[config.mk]
export PLATFORM = sky130hd
export DESIGN_NAME = sleep_clock_gate
export DESIGN_NICKNAME = d
export VERILOG_FILES = /design/src/rtl/sleep_gate_pkg.sv /design/src/rtl/sleep_clock_gate.sv
export SDC_FILE = /design/constraint.sdc
export NUM_CORES = 1
export LEC_CHECK = 0
export BUFFER_PORTS_ARGS = -buffer_cell sky130_fd_sc_hd__buf_2
export CELL_PAD_IN_SITES_DETAIL_PLACEMENT = 0
export CELL_PAD_IN_SITES_GLOBAL_PLACEMENT = 1
export CORE_ASPECT_RATIO = 0.6
export CORE_MARGIN = 10
export CORE_UTILIZATION = 39
export DETAILED_ROUTE_END_ITERATION = 8
export GPL_TIMING_DRIVEN = 0
export PLACE_DENSITY = 0.77
export SETUP_SLACK_MARGIN = 0.3
export SLEW_MARGIN = 20
export SYNTH_ARGS = -nofsm -noshare
export SYNTH_HDL_FRONTEND = slang
export SYNTH_SLANG_ARGS = --single-unit
[constraint.sdc]
create_clock -name aclk -period 1.6 [get_ports aclk]
set_clock_uncertainty 0.05 [all_clocks]
set_input_delay 0.16 -clock aclk [delete_from_list [all_inputs] [get_ports aclk]]
set_output_delay 0.16 -clock aclk [all_outputs]
set_load 0.01 [all_outputs]
[src/rtl/sleep_gate_pkg.sv]
package sleep_gate_pkg;
  // number of gated peripherals
  localparam int unsigned NUM_PERIPH = 32;
  // register byte offsets
  localparam logic [7:0] OFF_RUN_EN = 8'h00;
  localparam logic [7:0] OFF_SLEEP_EN = 8'h04;
  localparam logic [7:0] OFF_DEEP_EN = 8'h08;
  localparam logic [7:0] OFF_GATE_CTL = 8'h0c;
  localparam logic [7:0] OFF_READY = 8'h10;
  // field position of the global gating switch
  localparam int unsigned GATE_BIT = 0;
  // reset values
  localparam logic [31:0] RST_RUN_EN = 32'h0000_0000;
  localparam logic [31:0] RST_SLEEP_EN = 32'h0000_0000;
  localparam logic [31:0] RST_DEEP_EN = 32'h0000_0000;
  localparam logic RST_GATE = 1'b0;
  // enable to active delay, in cycles
  localparam logic [2:0] EN_DELAY_CYC = 3'h5;
  // axi responses
  localparam logic [1:0] RESP_OKAY = 2'h0;
  localparam logic [1:0] RESP_SLVERR = 2'h2;
  // processor power modes
  typedef enum logic [1:0]
  {
    MODE_RUN = 2'b00,
    MODE_SLEEP = 2'b01,
    MODE_DEEP = 2'b10
  } power_mode_t;
endpackage

[src/rtl/sleep_clock_gate.sv]
// Notes on behaviour
// RULE1 - With gating off, every peripheral is clocked in sleep and deep-sleep just as in run.
// RULE2 - With gating on, sleep and deep-sleep clocking follows each peripheral's own enable bits.
// RULE3 - With gating on, deep-sleep withholds the clock of a peripheral whose deep-sleep bit is 0.
// RULE4 - On leaving deep-sleep a run-enabled peripheral gets its clock back, state untouched.
// RULE5 - With gating off, deep-sleep bits stay stored but have no effect on clocking.
// RULE6 - A peripheral with its deep-sleep bit set keeps its clock throughout deep-sleep.
// RULE7 - One sleep bit and one deep-sleep bit per peripheral, chosen by the power mode.
// RULE8 - After reset every peripheral is off and not accessible until its run bit is set.
// RULE9 - A peripheral becomes active five cycles after its enable is written; earlier access faults.
//
// Our own choices: the register addresses and the AXI4-Lite interface to the registers.
`timescale 1ns/1ns
`default_nettype none
module sleep_clock_gate
(
  input wire logic aclk,
  input wire logic aresetn,
  input wire logic [1:0] power_mode,
  input wire logic [31:0] periph_access,
  output logic [31:0] periph_clk_en,
  output logic [31:0] periph_fault,
  input wire logic [7:0] s_axi_awaddr,
  input wire logic s_axi_awvalid,
  output logic s_axi_awready,
  input wire logic [31:0] s_axi_wdata,
  input wire logic [3:0] s_axi_wstrb,
  input wire logic s_axi_wvalid,
  output logic s_axi_wready,
  output logic [1:0] s_axi_bresp,
  output logic s_axi_bvalid,
  input wire logic s_axi_bready,
  input wire logic [7:0] s_axi_araddr,
  input wire logic s_axi_arvalid,
  output logic s_axi_arready,
  output logic [31:0] s_axi_rdata,
  output logic [1:0] s_axi_rresp,
  output logic s_axi_rvalid,
  input wire logic s_axi_rready
);
  import sleep_gate_pkg::*;

  function automatic logic [31:0] merge(input logic [31:0] old, input logic [31:0] d,
                                        input logic [3:0] be);
    logic [31:0] r;
    r = old;
    for (int i = 0; i < 4; i++)
    begin
      if (be[i])
      begin
        r[i*8 +: 8] = d[i*8 +: 8];
      end
    end
    return r;
  endfunction

  //////////////////////////////////////////////////////////////////////////////
  // bus slave: address and data latched separately, answered once both held
  logic aw_hold_ff, nxt_aw_hold;
  logic w_hold_ff, nxt_w_hold;
  logic [7:0] aw_addr_ff, nxt_aw_addr;
  logic [31:0] w_data_ff, nxt_w_data;
  logic [3:0] w_strb_ff, nxt_w_strb;
  logic bvalid_ff, nxt_bvalid;
  logic [1:0] bresp_ff, nxt_bresp;
  logic rvalid_ff, nxt_rvalid;
  logic [31:0] rdata_ff, nxt_rdata;
  logic [1:0] rresp_ff, nxt_rresp;
  logic [31:0] run_en_ff, nxt_run_en;
  logic [31:0] sleep_en_ff, nxt_sleep_en;
  logic [31:0] deep_en_ff, nxt_deep_en;
  logic gate_ff, nxt_gate;
  logic [31:0] active;
  logic [2:0] bus_rdy_ff, nxt_bus_rdy;
  logic [31:0] clk_en_ff, nxt_clk_en;
  logic [31:0] fault_ff, nxt_fault;
  logic do_write;

  assign do_write = aw_hold_ff && w_hold_ff && !bvalid_ff;
  assign nxt_bus_rdy = {!nxt_aw_hold, !nxt_w_hold, !nxt_rvalid};
  always_comb
  begin
    nxt_aw_hold = aw_hold_ff;
    nxt_w_hold = w_hold_ff;
    nxt_aw_addr = aw_addr_ff;
    nxt_w_data = w_data_ff;
    nxt_w_strb = w_strb_ff;
    nxt_bvalid = bvalid_ff;
    nxt_bresp = bresp_ff;
    nxt_rvalid = rvalid_ff;
    nxt_rdata = rdata_ff;
    nxt_rresp = rresp_ff;
    nxt_run_en = run_en_ff;
    nxt_sleep_en = sleep_en_ff;
    nxt_deep_en = deep_en_ff;
    nxt_gate = gate_ff;
    if (s_axi_awvalid && !aw_hold_ff)
    begin
      nxt_aw_hold = 1'b1;
      nxt_aw_addr = s_axi_awaddr;
    end
    if (s_axi_wvalid && !w_hold_ff)
    begin
      nxt_w_hold = 1'b1;
      nxt_w_data = s_axi_wdata;
      nxt_w_strb = s_axi_wstrb;
    end
    if (do_write)
    begin
      nxt_aw_hold = 1'b0;
      nxt_w_hold = 1'b0;
      nxt_bvalid = 1'b1;
      nxt_bresp = RESP_OKAY;
      // RULE7 per-peripheral mode bits
      unique case (aw_addr_ff)
        OFF_RUN_EN: nxt_run_en = merge(run_en_ff, w_data_ff, w_strb_ff);
        OFF_SLEEP_EN: nxt_sleep_en = merge(sleep_en_ff, w_data_ff, w_strb_ff);
        OFF_DEEP_EN: nxt_deep_en = merge(deep_en_ff, w_data_ff, w_strb_ff);
        OFF_GATE_CTL:
        begin
          if (w_strb_ff[0])
          begin
            nxt_gate = w_data_ff[GATE_BIT];
          end
        end
        OFF_READY: nxt_bresp = RESP_OKAY;
        default: nxt_bresp = RESP_SLVERR;
      endcase
    end
    if (bvalid_ff && s_axi_bready)
    begin
      nxt_bvalid = 1'b0;
    end
    if (s_axi_arvalid && !rvalid_ff)
    begin
      nxt_rvalid = 1'b1;
      nxt_rresp = RESP_OKAY;
      unique case (s_axi_araddr)
        OFF_RUN_EN: nxt_rdata = run_en_ff;
        OFF_SLEEP_EN: nxt_rdata = sleep_en_ff;
        OFF_DEEP_EN: nxt_rdata = deep_en_ff;
        OFF_GATE_CTL: nxt_rdata = {31'h0, gate_ff};
        OFF_READY: nxt_rdata = active;
        default:
        begin
          nxt_rdata = 32'h0;
          nxt_rresp = RESP_SLVERR;
        end
      endcase
    end
    else if (rvalid_ff && s_axi_rready)
    begin
      nxt_rvalid = 1'b0;
    end
  end

  always_ff @(posedge aclk)
  begin
    if (!aresetn)
    begin
      aw_hold_ff <= 1'b0;
      w_hold_ff <= 1'b0;
      aw_addr_ff <= 8'h00;
      w_data_ff <= 32'h0;
      w_strb_ff <= 4'h0;
      bvalid_ff <= 1'b0;
      bresp_ff <= RESP_OKAY;
      rvalid_ff <= 1'b0;
      rdata_ff <= 32'h0;
      rresp_ff <= RESP_OKAY;
      // RULE8 all off at reset
      run_en_ff <= RST_RUN_EN;
      sleep_en_ff <= RST_SLEEP_EN;
      deep_en_ff <= RST_DEEP_EN;
      gate_ff <= RST_GATE;
      bus_rdy_ff <= 3'h7;
    end
    else
    begin
      aw_hold_ff <= nxt_aw_hold;
      w_hold_ff <= nxt_w_hold;
      aw_addr_ff <= nxt_aw_addr;
      w_data_ff <= nxt_w_data;
      w_strb_ff <= nxt_w_strb;
      bvalid_ff <= nxt_bvalid;
      bresp_ff <= nxt_bresp;
      rvalid_ff <= nxt_rvalid;
      rdata_ff <= nxt_rdata;
      rresp_ff <= nxt_rresp;
      run_en_ff <= nxt_run_en;
      sleep_en_ff <= nxt_sleep_en;
      deep_en_ff <= nxt_deep_en;
      gate_ff <= nxt_gate;
      bus_rdy_ff <= nxt_bus_rdy;
    end
  end

  assign s_axi_awready = bus_rdy_ff[2];
  assign s_axi_wready = bus_rdy_ff[1];
  assign s_axi_bvalid = bvalid_ff;
  assign s_axi_bresp = bresp_ff;
  assign s_axi_arready = bus_rdy_ff[0];
  assign s_axi_rvalid = rvalid_ff;
  assign s_axi_rdata = rdata_ff;
  assign s_axi_rresp = rresp_ff;

  //////////////////////////////////////////////////////////////////////////////
  // per-peripheral wake-up delay and clock selection
  genvar g;
  generate
    for (g = 0; g < NUM_PERIPH; g++)
    begin : gen_periph
      logic [2:0] cnt_ff, nxt_cnt;
      logic sel;
      // RULE9 five-cycle activation delay
      always_comb
      begin
        nxt_cnt = cnt_ff;
        if (!run_en_ff[g])
        begin
          nxt_cnt = 3'h0;
        end
        else if (cnt_ff != EN_DELAY_CYC)
        begin
          nxt_cnt = cnt_ff + 3'h1;
        end
      end
      always_ff @(posedge aclk)
      begin
        if (!aresetn)
        begin
          cnt_ff <= 3'h0;
        end
        else
        begin
          cnt_ff <= nxt_cnt;
        end
      end
      assign active[g] = (cnt_ff == EN_DELAY_CYC);
      // RULE1 RULE2 RULE3 RULE5 RULE6 mode select
      always_comb
      begin
        sel = active[g];
        if (gate_ff && power_mode == MODE_SLEEP)
        begin
          sel = active[g] && sleep_en_ff[g];
        end
        else if (gate_ff && power_mode == MODE_DEEP)
        begin
          sel = active[g] && deep_en_ff[g];
        end
      end
      assign nxt_clk_en[g] = sel;
      // RULE9 fault on early access
      assign nxt_fault[g] = periph_access[g] && !active[g];
    end
  endgenerate

  // RULE4 clock returns with run mode, peripheral state never reset here
  always_ff @(posedge aclk)
  begin
    if (!aresetn)
    begin
      clk_en_ff <= 32'h0;
      fault_ff <= 32'h0;
    end
    else
    begin
      clk_en_ff <= nxt_clk_en;
      fault_ff <= nxt_fault;
    end
  end
  assign periph_clk_en = clk_en_ff;
  assign periph_fault = fault_ff;

  //////////////////////////////////////////////////////////////////////////////
  gate_off_a: assert property (@(posedge aclk) disable iff (!aresetn) // RULE1 RULE5
    !gate_ff |=> periph_clk_en == $past(active))
    else $error("gating off but clock differs from run");
  deep_stop_a: assert property (@(posedge aclk) disable iff (!aresetn) // RULE3 RULE6
    gate_ff && power_mode == MODE_DEEP |=> periph_clk_en == $past(active & deep_en_ff))
    else $error("deep-sleep clock mismatch");
  sleep_sel_a: assert property (@(posedge aclk) disable iff (!aresetn) // RULE2 RULE7
    gate_ff && power_mode == MODE_SLEEP |=> periph_clk_en == $past(active & sleep_en_ff))
    else $error("sleep clock mismatch");
  run_mode_a: assert property (@(posedge aclk) disable iff (!aresetn) // RULE4
    power_mode == MODE_RUN |=> periph_clk_en == $past(active))
    else $error("run-mode clock not restored");
  off_noclk_a: assert property (@(posedge aclk) disable iff (!aresetn) // RULE8
    (run_en_ff == 32'h0)[*2] |=> periph_clk_en == 32'h0)
    else $error("disabled peripheral clocked");
  delay_five_a: assert property (@(posedge aclk) disable iff (!aresetn) // RULE9
    $rose(run_en_ff[0]) ##1 run_en_ff[0] [*4] |=> active[0] && !$past(active[0]))
    else $error("activation delay not five cycles");
  early_fault_a: assert property (@(posedge aclk) disable iff (!aresetn) // RULE9
    periph_access[0] && !active[0] |=> periph_fault[0])
    else $error("early access not faulted");
  ready_fault_a: assert property (@(posedge aclk) disable iff (!aresetn) // RULE9
    active[0] |=> !periph_fault[0])
    else $error("fault on active peripheral");
endmodule
`default_nettype wire

==> results of run 1 <==
[power by group through the flow]
stage	logic, mW	registers [mW]	clock network [mW]
after floorplan	0.491	8.91	0
after global placement	0.959	8.89	0
after detailed placement	0.969	8.90	0
after CTS	1.24	8.71	8.25
after global routing	1.39	8.72	8.60
final	1.29	8.71	8.15
[through the flow]
stage,worst slack (ns),utilization,TNS (ns)
final,-0.1836,0.5467,-7.282
after global routing,-0.2604,0.5467,-13.09
after CTS,-0.1504,0.5349,-6.688
after detailed placement,-0.8227,0.4438,-128.10
after global placement,-0.7570,0.4438,-112.28
after floorplan,-0.07177,-,-0.5742
[area by class of cell]
class / count / area (sq um)
antenna: 4 / 10.01
tap: 467 / 584.3
fill: 3107 / 15870
buffer: 87 / 733.2
clock inverter: 13 / 196.4
sequential: 342 / 6888
clock buffer: 44 / 914.6
multi-input combinational: 1114 / 7262
inverter: 36 / 135.1
timing repair buffer: 327 / 2420
[state kept, by name, summed over array words and instances (netlist names), 3 cells and up]
signal	cells
w_strb_ff	4
w_data_ff	32
periph_fault	32
gen_periph.cnt_ff	96
s_axi_rdata	32
run_en_ff	32
sleep_en_ff	32
bus_rdy_ff	3
deep_en_ff	32
aw_addr_ff	8
periph_clk_en	32
[worst min-delay path by stage]
stage	startpoint	end	slack, ns	cells past startpoint
floorplan	s_axi_wdata[0]	w_data_ff[0]$_SDFFE_PN0P_	0.25	2
global placement	periph_access[1]	periph_fault[1]$_SDFF_PN0_	0.34	2
detailed placement	periph_access[6]	periph_fault[6]$_SDFF_PN0_	0.34	2
CTS	aresetn	s_axi_rdata[31]$_SDFFE_PN0P_	0.09	4
global route	aresetn	s_axi_rdata[31]$_SDFFE_PN0P_	0.13	4
finish	aresetn	s_axi_rdata[31]$_SDFFE_PN0P_	0.12	4
[per-layer routing]
layer	wire [microns]	track usage	part of all wire	vias up
met1	21670	0.2759	0.48	5881
li1	-	-	-	6121
met3	2899	0.03805	0.065	52
met5	0	0	0	-
met2	19550	0.2942	0.44	341
met4	760	0.04233	0.017	0
[worst max-delay path, cell delays in order, from the launching register on]
cell                      delay [ns]
sky130_fd_sc_hd__dfxtp_4        0.36
sky130_fd_sc_hd__and3b_2        0.27
sky130_fd_sc_hd__buf_6          0.15
sky130_fd_sc_hd__and3_4         0.19
sky130_fd_sc_hd__buf_6          0.11
sky130_fd_sc_hd__and4b_1        0.19
sky130_fd_sc_hd__buf_6          0.17
sky130_fd_sc_hd__mux2i_1        0.22
[cells by family after synthesis]
logic type	after synthesis	share of synthesized area
simple gates	646	0.2062
flops	342	0.4947
compound gates	290	0.1268
buf+inv	123	0.03598
mux	80	0.05786
fa+ha+maj	64	0.05786
xor+xnor	32	0.02025
other cells	1	0.0002710
[cells in the final DEF (no fill, tap or decap), types with 5 or more instances in the layout]
cell type,instances
sky130_fd_sc_hd__bufinv_16,5
sky130_fd_sc_hd__a21boi_0,37
sky130_fd_sc_hd__clkbuf_16,43
sky130_fd_sc_hd__o21ai_1,60
sky130_fd_sc_hd__buf_6,33
sky130_fd_sc_hd__nand4_1,9
sky130_fd_sc_hd__nor4bb_1,5
sky130_fd_sc_hd__nor2_2,12
sky130_fd_sc_hd__mux2i_1,80
sky130_fd_sc_hd__clkbuf_4,5
sky130_fd_sc_hd__nor3_1,32
sky130_fd_sc_hd__nor2_1,183
sky130_fd_sc_hd__inv_1,35
sky130_fd_sc_hd__dfxtp_1,317
sky130_fd_sc_hd__buf_8,8
sky130_fd_sc_hd__dlygate4sd3_1,84
sky130_fd_sc_hd__a211oi_1,32
sky130_fd_sc_hd__nand2_2,12
sky130_fd_sc_hd__nand2_1,231
sky130_fd_sc_hd__xnor2_1,31
sky130_fd_sc_hd__o22ai_2,9
sky130_fd_sc_hd__o22ai_4,21
sky130_fd_sc_hd__ha_1,60
sky130_fd_sc_hd__and3_1,32
sky130_fd_sc_hd__nor2b_1,12
sky130_fd_sc_hd__nand3_1,70
sky130_fd_sc_hd__clkbuf_2,22
sky130_fd_sc_hd__buf_2,194
sky130_fd_sc_hd__o21ai_2,36
sky130_fd_sc_hd__clkinv_2,6
sky130_fd_sc_hd__nand3_2,20
sky130_fd_sc_hd__clkbuf_1,23
sky130_fd_sc_hd__a21o_1,31
sky130_fd_sc_hd__o21ai_0,55
sky130_fd_sc_hd__dfxtp_2,21
sky130_fd_sc_hd__buf_4,22
sky130_fd_sc_hd__clkbuf_8,19
[what timing repair did]
item / 4_1_cts / 5_1_grt
setup buffers: 28 / 10
gates resized for setup: 220 / 107
endpoints found under the hold margin: 86 / 0
hold buffers: 85 / 0
endpoints found under the setup margin: 260 / 220
cloned: 8 / 3
pin swaps: 52 / 19
==> metrics list, run 1 <==
- Overflow left after global routing: 0
- In this run the count of I/O pins placed on the die edge is 198.
* Req. time, crit path: 2.05 ns
* Cell count after placement: 2239
- After detailed routing, the number of remaining DRC violations is 0.
- Final critical-path setup slack: -0.1836 ns
- Worst voltage drop across the vdd grid: 771.6 uV
* Rows: 53
- Synthesis handed over a netlist of 1578 instances.
- Of the cells placed in the final design, the portion with a size suffix greater than 1 is 0.2624.
- Excluding fillers, the count of instances in the completed layout stands at 2434.
- Ys async rst share: 0
- Min Hold Slack: 0.1224 ns
- Setup repair after global routing could not meet its margin everywhere.
- Global Route Usage Sum: 0.1931
- Of the total power, combinational logic draws 0.071.
* Top area cells in the synthesized netlist: sky130_fd_sc_hd__dfxtp_1, sky130_fd_sc_hd__nand2_1, sky130_fd_sc_hd__ha_1
- DRC violation total after the first TritonRoute iteration: 827
- After floorplanning, the core was sized to cover 35010 sq um.
- Number of enable flip-flop cells after synthesis: 0
* Tcrit/Tclk final: 1.115
- Cell internal power was estimated by the tool at 13.99 mW.
- TritonCTS built the clock tree.
- The number of global-route vias before repair was 11930.
- After detailed routing, the number of vias per cell comes to 5.092.
- Worst endpoint data arrival time: 2.24 ns
- Final Max Tran Viols: 0
- Horizontal die dimension: 263.2 microns
- The congestion estimate from routability-driven global placement came to 0.8443.
- The clock net in this run drives a total of 342 sinks.
* Clock power share: 0.449
* Most frequent cells after synthesis: sky130_fd_sc_hd__dfxtp_1, sky130_fd_sc_hd__nand2_1, sky130_fd_sc_hd__nor2_1
- P per Cell Area: 948.0 nW/um^2
- Of the post-synthesis cell area, the dominant cell type holds 0.4947.
* Failing checks: negative setup slack
- The worst register-to-register path begins at s_axi_bvalid$_SDFFE_PP0N_.
* Clock tree buffer depth: 3
* Global-route wire length before repair: 68420 microns
- Counting the buffers created by CTS gives 31.
* Crit. Startpoint: s_axi_bvalid$_SDFFE_PP0N_
- The detail route stage leaves a number of antenna-violating nets equal to 0.
* Layout Area Growth over Synthesis: 38.32%
* Endpoints failing setup: 72
* Die ar.: 43670 sq um
- Result of the run: complete, but fails checks
- The number of hold-slack violations in the final timing report was 0.
- The endpoint identified for the worst register-to-register timing path is sleep_en_ff[27]$_SDFFE_PN0P_.
* Initial cell density of the core: 0.3953
* Achievable frequency: 0.5607 GHz
- Worst slew margin: 0.4819
- Worst-Margin Slew: 0.7771 ns
- Critical-path maximum fanout: 10
- The worst register-to-register path has a depth of 7.
- Number of H-tree levels: 1
- The critical path is of the flip-flop to flip-flop type.
- Most used standard cell by instance count after synthesis: sky130_fd_sc_hd__dfxtp_1
* Final Cell Area: 19140 sq um
- Summed over all instances, the cell type with the most area after synthesis is sky130_fd_sc_hd__dfxtp_1.
* Post-layout min period: 1.784 ns
- CP Capture Type: flip-flop
- Clk Latency, worst-skew pair: 0.58 ns
- The initial antenna violation count was 4.
* Most common flop cell mapped by yosys: sky130_fd_sc_hd__dfxtp_1
- The HPWL after detailed placement is 31400 microns.
- The net count of the finished layout is 2096.
* Distinct cell type count after synthesis: 43
- Die Height: 165.9 microns
- Entering global routing, the biggest net connects 16 pins.
* Number of iterations in the first detailed-routing pass: 5
- Count of vias placed by the detailed router: 12400
* Flop pwr share: 0.480
- Seq cells post-synth: 342
- For this block, the routed nets add up to 44880 microns of wire.
- Average wire per cell in the routed design: 18.44 microns
- After clock tree synthesis, the clock-pin slew on the worst setup and hold paths is 0.07 ns.
- Dividing the synthesized area by the synthesized cell count gives 8.770 sq um.
- In this run the worst setup path terminates at sleep_en_ff[27]$_SDFFE_PN0P_.
- In this run the register-to-register setup slack is -0.18 ns.
- The design draws 18.15 mW.
- Post-synthesis sequential area ratio: 0.4947
- Yosys printed 0 warnings.
- Count of buffers from port buffering: 193
- Placed cell area: 15540 sq um
- Kind of start point of the critical path: flip-flop
- Static leakage: 8.310 nW
- Max_cap viols: 0
* Reported net switching power: 4.161 mW
* Switch share: 0.2293
- The tightest min-delay check is of the input port to flip-flop type.
* Clock tree root driver cell: sky130_fd_sc_hd__clkbuf_16
* Area of the mapped netlist: 13840 sq um
Power figures use the tool's default switching activity.
==> run 2: changes to the inputs <==
--- a/config.mk
+++ b/config.mk
@@ -5,12 +5,13 @@
 export SDC_FILE = /design/constraint.sdc
 export NUM_CORES = 1
 export LEC_CHECK = 0
+export ABC_AREA = 1
 export BUFFER_PORTS_ARGS = -buffer_cell sky130_fd_sc_hd__buf_2
 export CELL_PAD_IN_SITES_DETAIL_PLACEMENT = 0
 export CELL_PAD_IN_SITES_GLOBAL_PLACEMENT = 1
 export CORE_ASPECT_RATIO = 0.6
 export CORE_MARGIN = 10
-export CORE_UTILIZATION = 39
+export CORE_UTILIZATION = 38
 export DETAILED_ROUTE_END_ITERATION = 8
 export GPL_TIMING_DRIVEN = 0
 export PLACE_DENSITY = 0.77
==> run 2 against run 1 <==
  * The run still ends with negative setup slack left
  * Sequential share of layout area down 1.2 points
  * Total power grew 2.6%
  * Sequential power is 1% higher
  * Hold slack got worse by 0.11 ns
  * Wire length grew 17%
  * Utilization up 0.23 points
  * First-iteration DRC count increased by 67%
  * Combinational power increased by 29%
  * Setup slack improved by 0.18 ns
  * Die area up 3.5%
  * Sequential cell count did not move
  * Via count grew 13%
  * Critical endpoint is now run_en_ff[27]$_SDFFE_PN0P_
  * Largest cell class unchanged
==> metrics list, run 2 <==
- In the global route stage, overall resource usage came out at 0.2206.
- Number of H-tree levels: 2
* Vias in the first global route: 13230
- Power spread over the standard cell area amounts to 933.0 nW/um^2.
- Along the worst hold path, the cell count comes to 4.
* Failing checks: negative setup slack
* Register with the most flip-flops: gen_periph.cnt_ff
- Die ar.: 45190 sq um
- Result of the run: complete, but fails checks
* Worst slew margin: 0.3426
* I/O pin cnt: 198
- Most frequent cells in the layout: sky130_fd_sc_hd__nor2_1, sky130_fd_sc_hd__dfxtp_1, sky130_fd_sc_hd__nand2_1, sky130_fd_sc_hd__buf_2, sky130_fd_sc_hd__o21ai_0
- Setup repair after global routing could not meet its margin everywhere.
- The count of final max-slew check failures was 0.
- Clk Latency, worst-skew pair: 0.54 ns
- Of the post-synthesis cell area, the dominant cell type holds 0.4889.
* Global-route wire length before repair: 77390 microns
- STA classifies the critical path endpoint as a flip-flop.
* Clock edge transition at the registers on the reported setup and hold paths: 0.06 ns
* Overflow left after global routing: 0
- In the synthesized netlist the async set-or-reset flop fraction comes to 0.
- Hold Fails Final Rpt: 0
* Critical R2R Capture: run_en_ff[27]$_SDFFE_PN0P_
* Final total power: 18.62 mW
- Clock tree synthesis selected as its root buffer the cell sky130_fd_sc_hd__clkbuf_16.
* Worst endpoint data arrival time: 1.93 ns
* Min Hold Slack: 0.01264 ns
- After detailed routing, the number of remaining DRC violations is 0.
- Distinct cell type count after synthesis: 31
- In this run the static leakage power is 8.361 nW.
* Endpoints failing setup: 1
* Layout net count: 2356
* Most common cell after layout, fill and taps aside: sky130_fd_sc_hd__nor2_1
- Horizontal die dimension: 267.8 microns
- The synthesized design contains 0 enable-type register cells.
* Top area cells in the synthesized netlist: sky130_fd_sc_hd__dfxtp_1, sky130_fd_sc_hd__nand2_1, sky130_fd_sc_hd__nor2_1
- The routed layout has 14030 vias.
- The worst register-to-register path begins at aw_addr_ff[0]$_SDFFE_PN0P_.
- Dividing the detail-routed via count by the number of cells gives 5.199.
* Area of the mapped netlist: 14000 sq um
- Seq cells post-synth: 342
- For this configuration, the core starts out at a cell density of 0.3853.
- Final critical-path setup slack: -0.006510 ns
* Maximum number of pins on one net before global-route repair: 15
- Most common flop cell mapped by yosys: sky130_fd_sc_hd__dfxtp_1
* Post-synthesis cell count: 1777
* Die Height: 168.7 microns
* Cell type with the largest total area after synthesis: sky130_fd_sc_hd__dfxtp_1
- Max_cap viols: 0
- Number of iterations in the first detailed-routing pass: 5
- Number of cell instances on the worst register-to-register path: 8
* Worst Setup Path Type: flip-flop to flip-flop
- For this run, the register share of the synthesized area comes to 0.4889.
- Worst-Margin Slew: 0.9861 ns
- Reg2Reg Setup Slack: -0.007 ns
- Averaged over all synthesized cells, the footprint is 7.881 sq um.
- Relative to the synthesized area, the layout overhead comes to 42.50%.
* Critical-path cell list: nor3_4 -> nand2_2 -> nor2_4 -> buf_12 -> buf_12 -> nand2_8 -> nand2_2 -> a21oi_2
- Slowest stage cell, crit path: sky130_fd_sc_hd__dfxtp_2
- Req. time, crit path: 1.92 ns
- Most frequent cells after synthesis: sky130_fd_sc_hd__dfxtp_1, sky130_fd_sc_hd__nand2_1, sky130_fd_sc_hd__nor2_1
- GPL Wtd Cong: 0.9204
- Counting the buffers created by CTS gives 35.
- Tcrit/Tclk final: 1.004
* Classification of the worst-slack hold path: input port to flip-flop
* Achievable frequency: 0.6225 GHz
- Core box area: 36350 sq um
- Slowest stage delay, CP: 0.34 ns
- Yosys synthesis warning count: 0
- The first routing iteration left 1382 violations.
- Kind of start point of the critical path: flip-flop
- Rows: 54
- Along the worst path, the maximum fanout reaches 8.
- The initial antenna violation count is 1.
- Min-delay src: s_axi_arvalid
- sky130_fd_sc_hd__dfxtp_1 is the most common cell in the netlist.
- The clock net in this run drives a total of 342 sinks.
- Post-layout min period: 1.607 ns
- The final layout contains routed wiring with a total length of 52580 microns.
* Share of cells above drive strength 1: 0.3258
- TritonCTS clock tree: built
* Average wire per cell in the routed design: 19.48 microns
* Final HPWL DP: 36520 microns
- Clock tree buffer depth: 3
- VDD sags by at most 663.3 uV.
- Count of buffers from port buffering: 194
- Hold path endpoint: bus_rdy_ff[0]$_SDFF_PN1_
- ANT nets after route: 0
- The register with the most flip-flops in the layout has 96 of them.
-- run 2: how the worst max path moves through the flow --
stage,start,endpoint,depth (start not counted)
6_report,aw_addr_ff[0]$_SDFFE_PN0P_,run_en_ff[27]$_SDFFE_PN0P_,8
3_3_place_gp,s_axi_rvalid$_SDFF_PN0_,s_axi_rdata[20]$_SDFFE_PN0P_,6
2_1_floorplan,aw_hold_ff$_SDFF_PN0_,deep_en_ff[13]$_SDFFE_PN0P_,7
5_1_grt,aw_addr_ff[0]$_SDFFE_PN0P_,run_en_ff[27]$_SDFFE_PN0P_,8
3_5_place_dp,s_axi_rvalid$_SDFF_PN0_,s_axi_rdata[18]$_SDFFE_PN0P_,6
4_1_cts,w_hold_ff$_SDFF_PN0_,run_en_ff[28]$_SDFFE_PN0P_,9
-- run 2: layer usage --
| metal | routed length [microns] | GRT usage | up-vias |
|---|---|---|---|
| li1 | - | - | 6753 |
| met4 | 1495 | 0.07048 | 0 |
| met3 | 4943 | 0.05948 | 89 |
| met2 | 22820 | 0.3320 | 567 |
| met5 | 0 | 0 | - |
| met1 | 23330 | 0.3014 | 6623 |
-- run 2: final cells by class --
cell class                 instances  area (sq um)
antenna                            1         2.502
buffer                            82         580.6
clock buffer                      54          1040
clock inverter                     6         55.05
fill                            3336         16390
inverter                         102         455.4
multi-input combinational       1254          7386
sequential                       342          6940
tap                              476         595.6
timing repair buffer             382          2902
-- run 2: per-stage QoR --
stage | std cells | area, sq um | utilization | TNS [ns] | setup WS [ns]
finish | 2699 | 19960 | 0.5490 | -0.006510 | -0.006510
global route | 2699 | 19960 | 0.5490 | -2.806 | -0.08870
CTS | 2652 | 18960 | 0.5217 | 0 | 0.01678
detailed placement | 2448 | 15700 | 0.4320 | -38.56 | -0.4972
global placement | 2448 | 15700 | 0.4320 | -37.71 | -0.5174
floorplan | 1778 | 14140 | - | 0 | 0.1893
-- run 2: where the power goes --
| part | switching, mW | total (mW) | leakage [nW] | internal, mW |
|---|---|---|---|---|
| combinational | 0.949 | 1.66 | 5.01 | 0.714 |
| clock | 3.50 | 8.13 | 0.540 | 4.63 |
| sequential | 0.160 | 8.83 | 2.81 | 8.67 |
| total | 4.60 | 18.6 | 8.36 | 14.0 |
-- run 2: cells by family after synthesis --
family	share of synthesized area
AOI/OAI and AO/OA	0.1211
other	0.0002678
buffers and inverters	0.05360
DFF	0.4889
adders and majority gates	0.05718
and+or+nand+nor	0.2590
xor gates and xnor gates	0.02001
-- run 2: critical path: cells and delay by family (launching register included) --
family | cells | cell delay (ns)
flops | 1 | 0.34
simple gates | 5 | 0.70
buf+inv | 2 | 0.28
compound gates | 1 | 0.05
-- run 2: what timing repair did --
| action | CTS | global route |
|---|---|---|
| hold buffers | 80 | 0 |
| resized for setup | 246 | 228 |
| cloned | 6 | 2 |
| setup buffers | 58 | 44 |
| endpoints found under the setup margin | 212 | 191 |
| hold endpoints to repair | 83 | 0 |
| pin swaps | 51 | 80 |
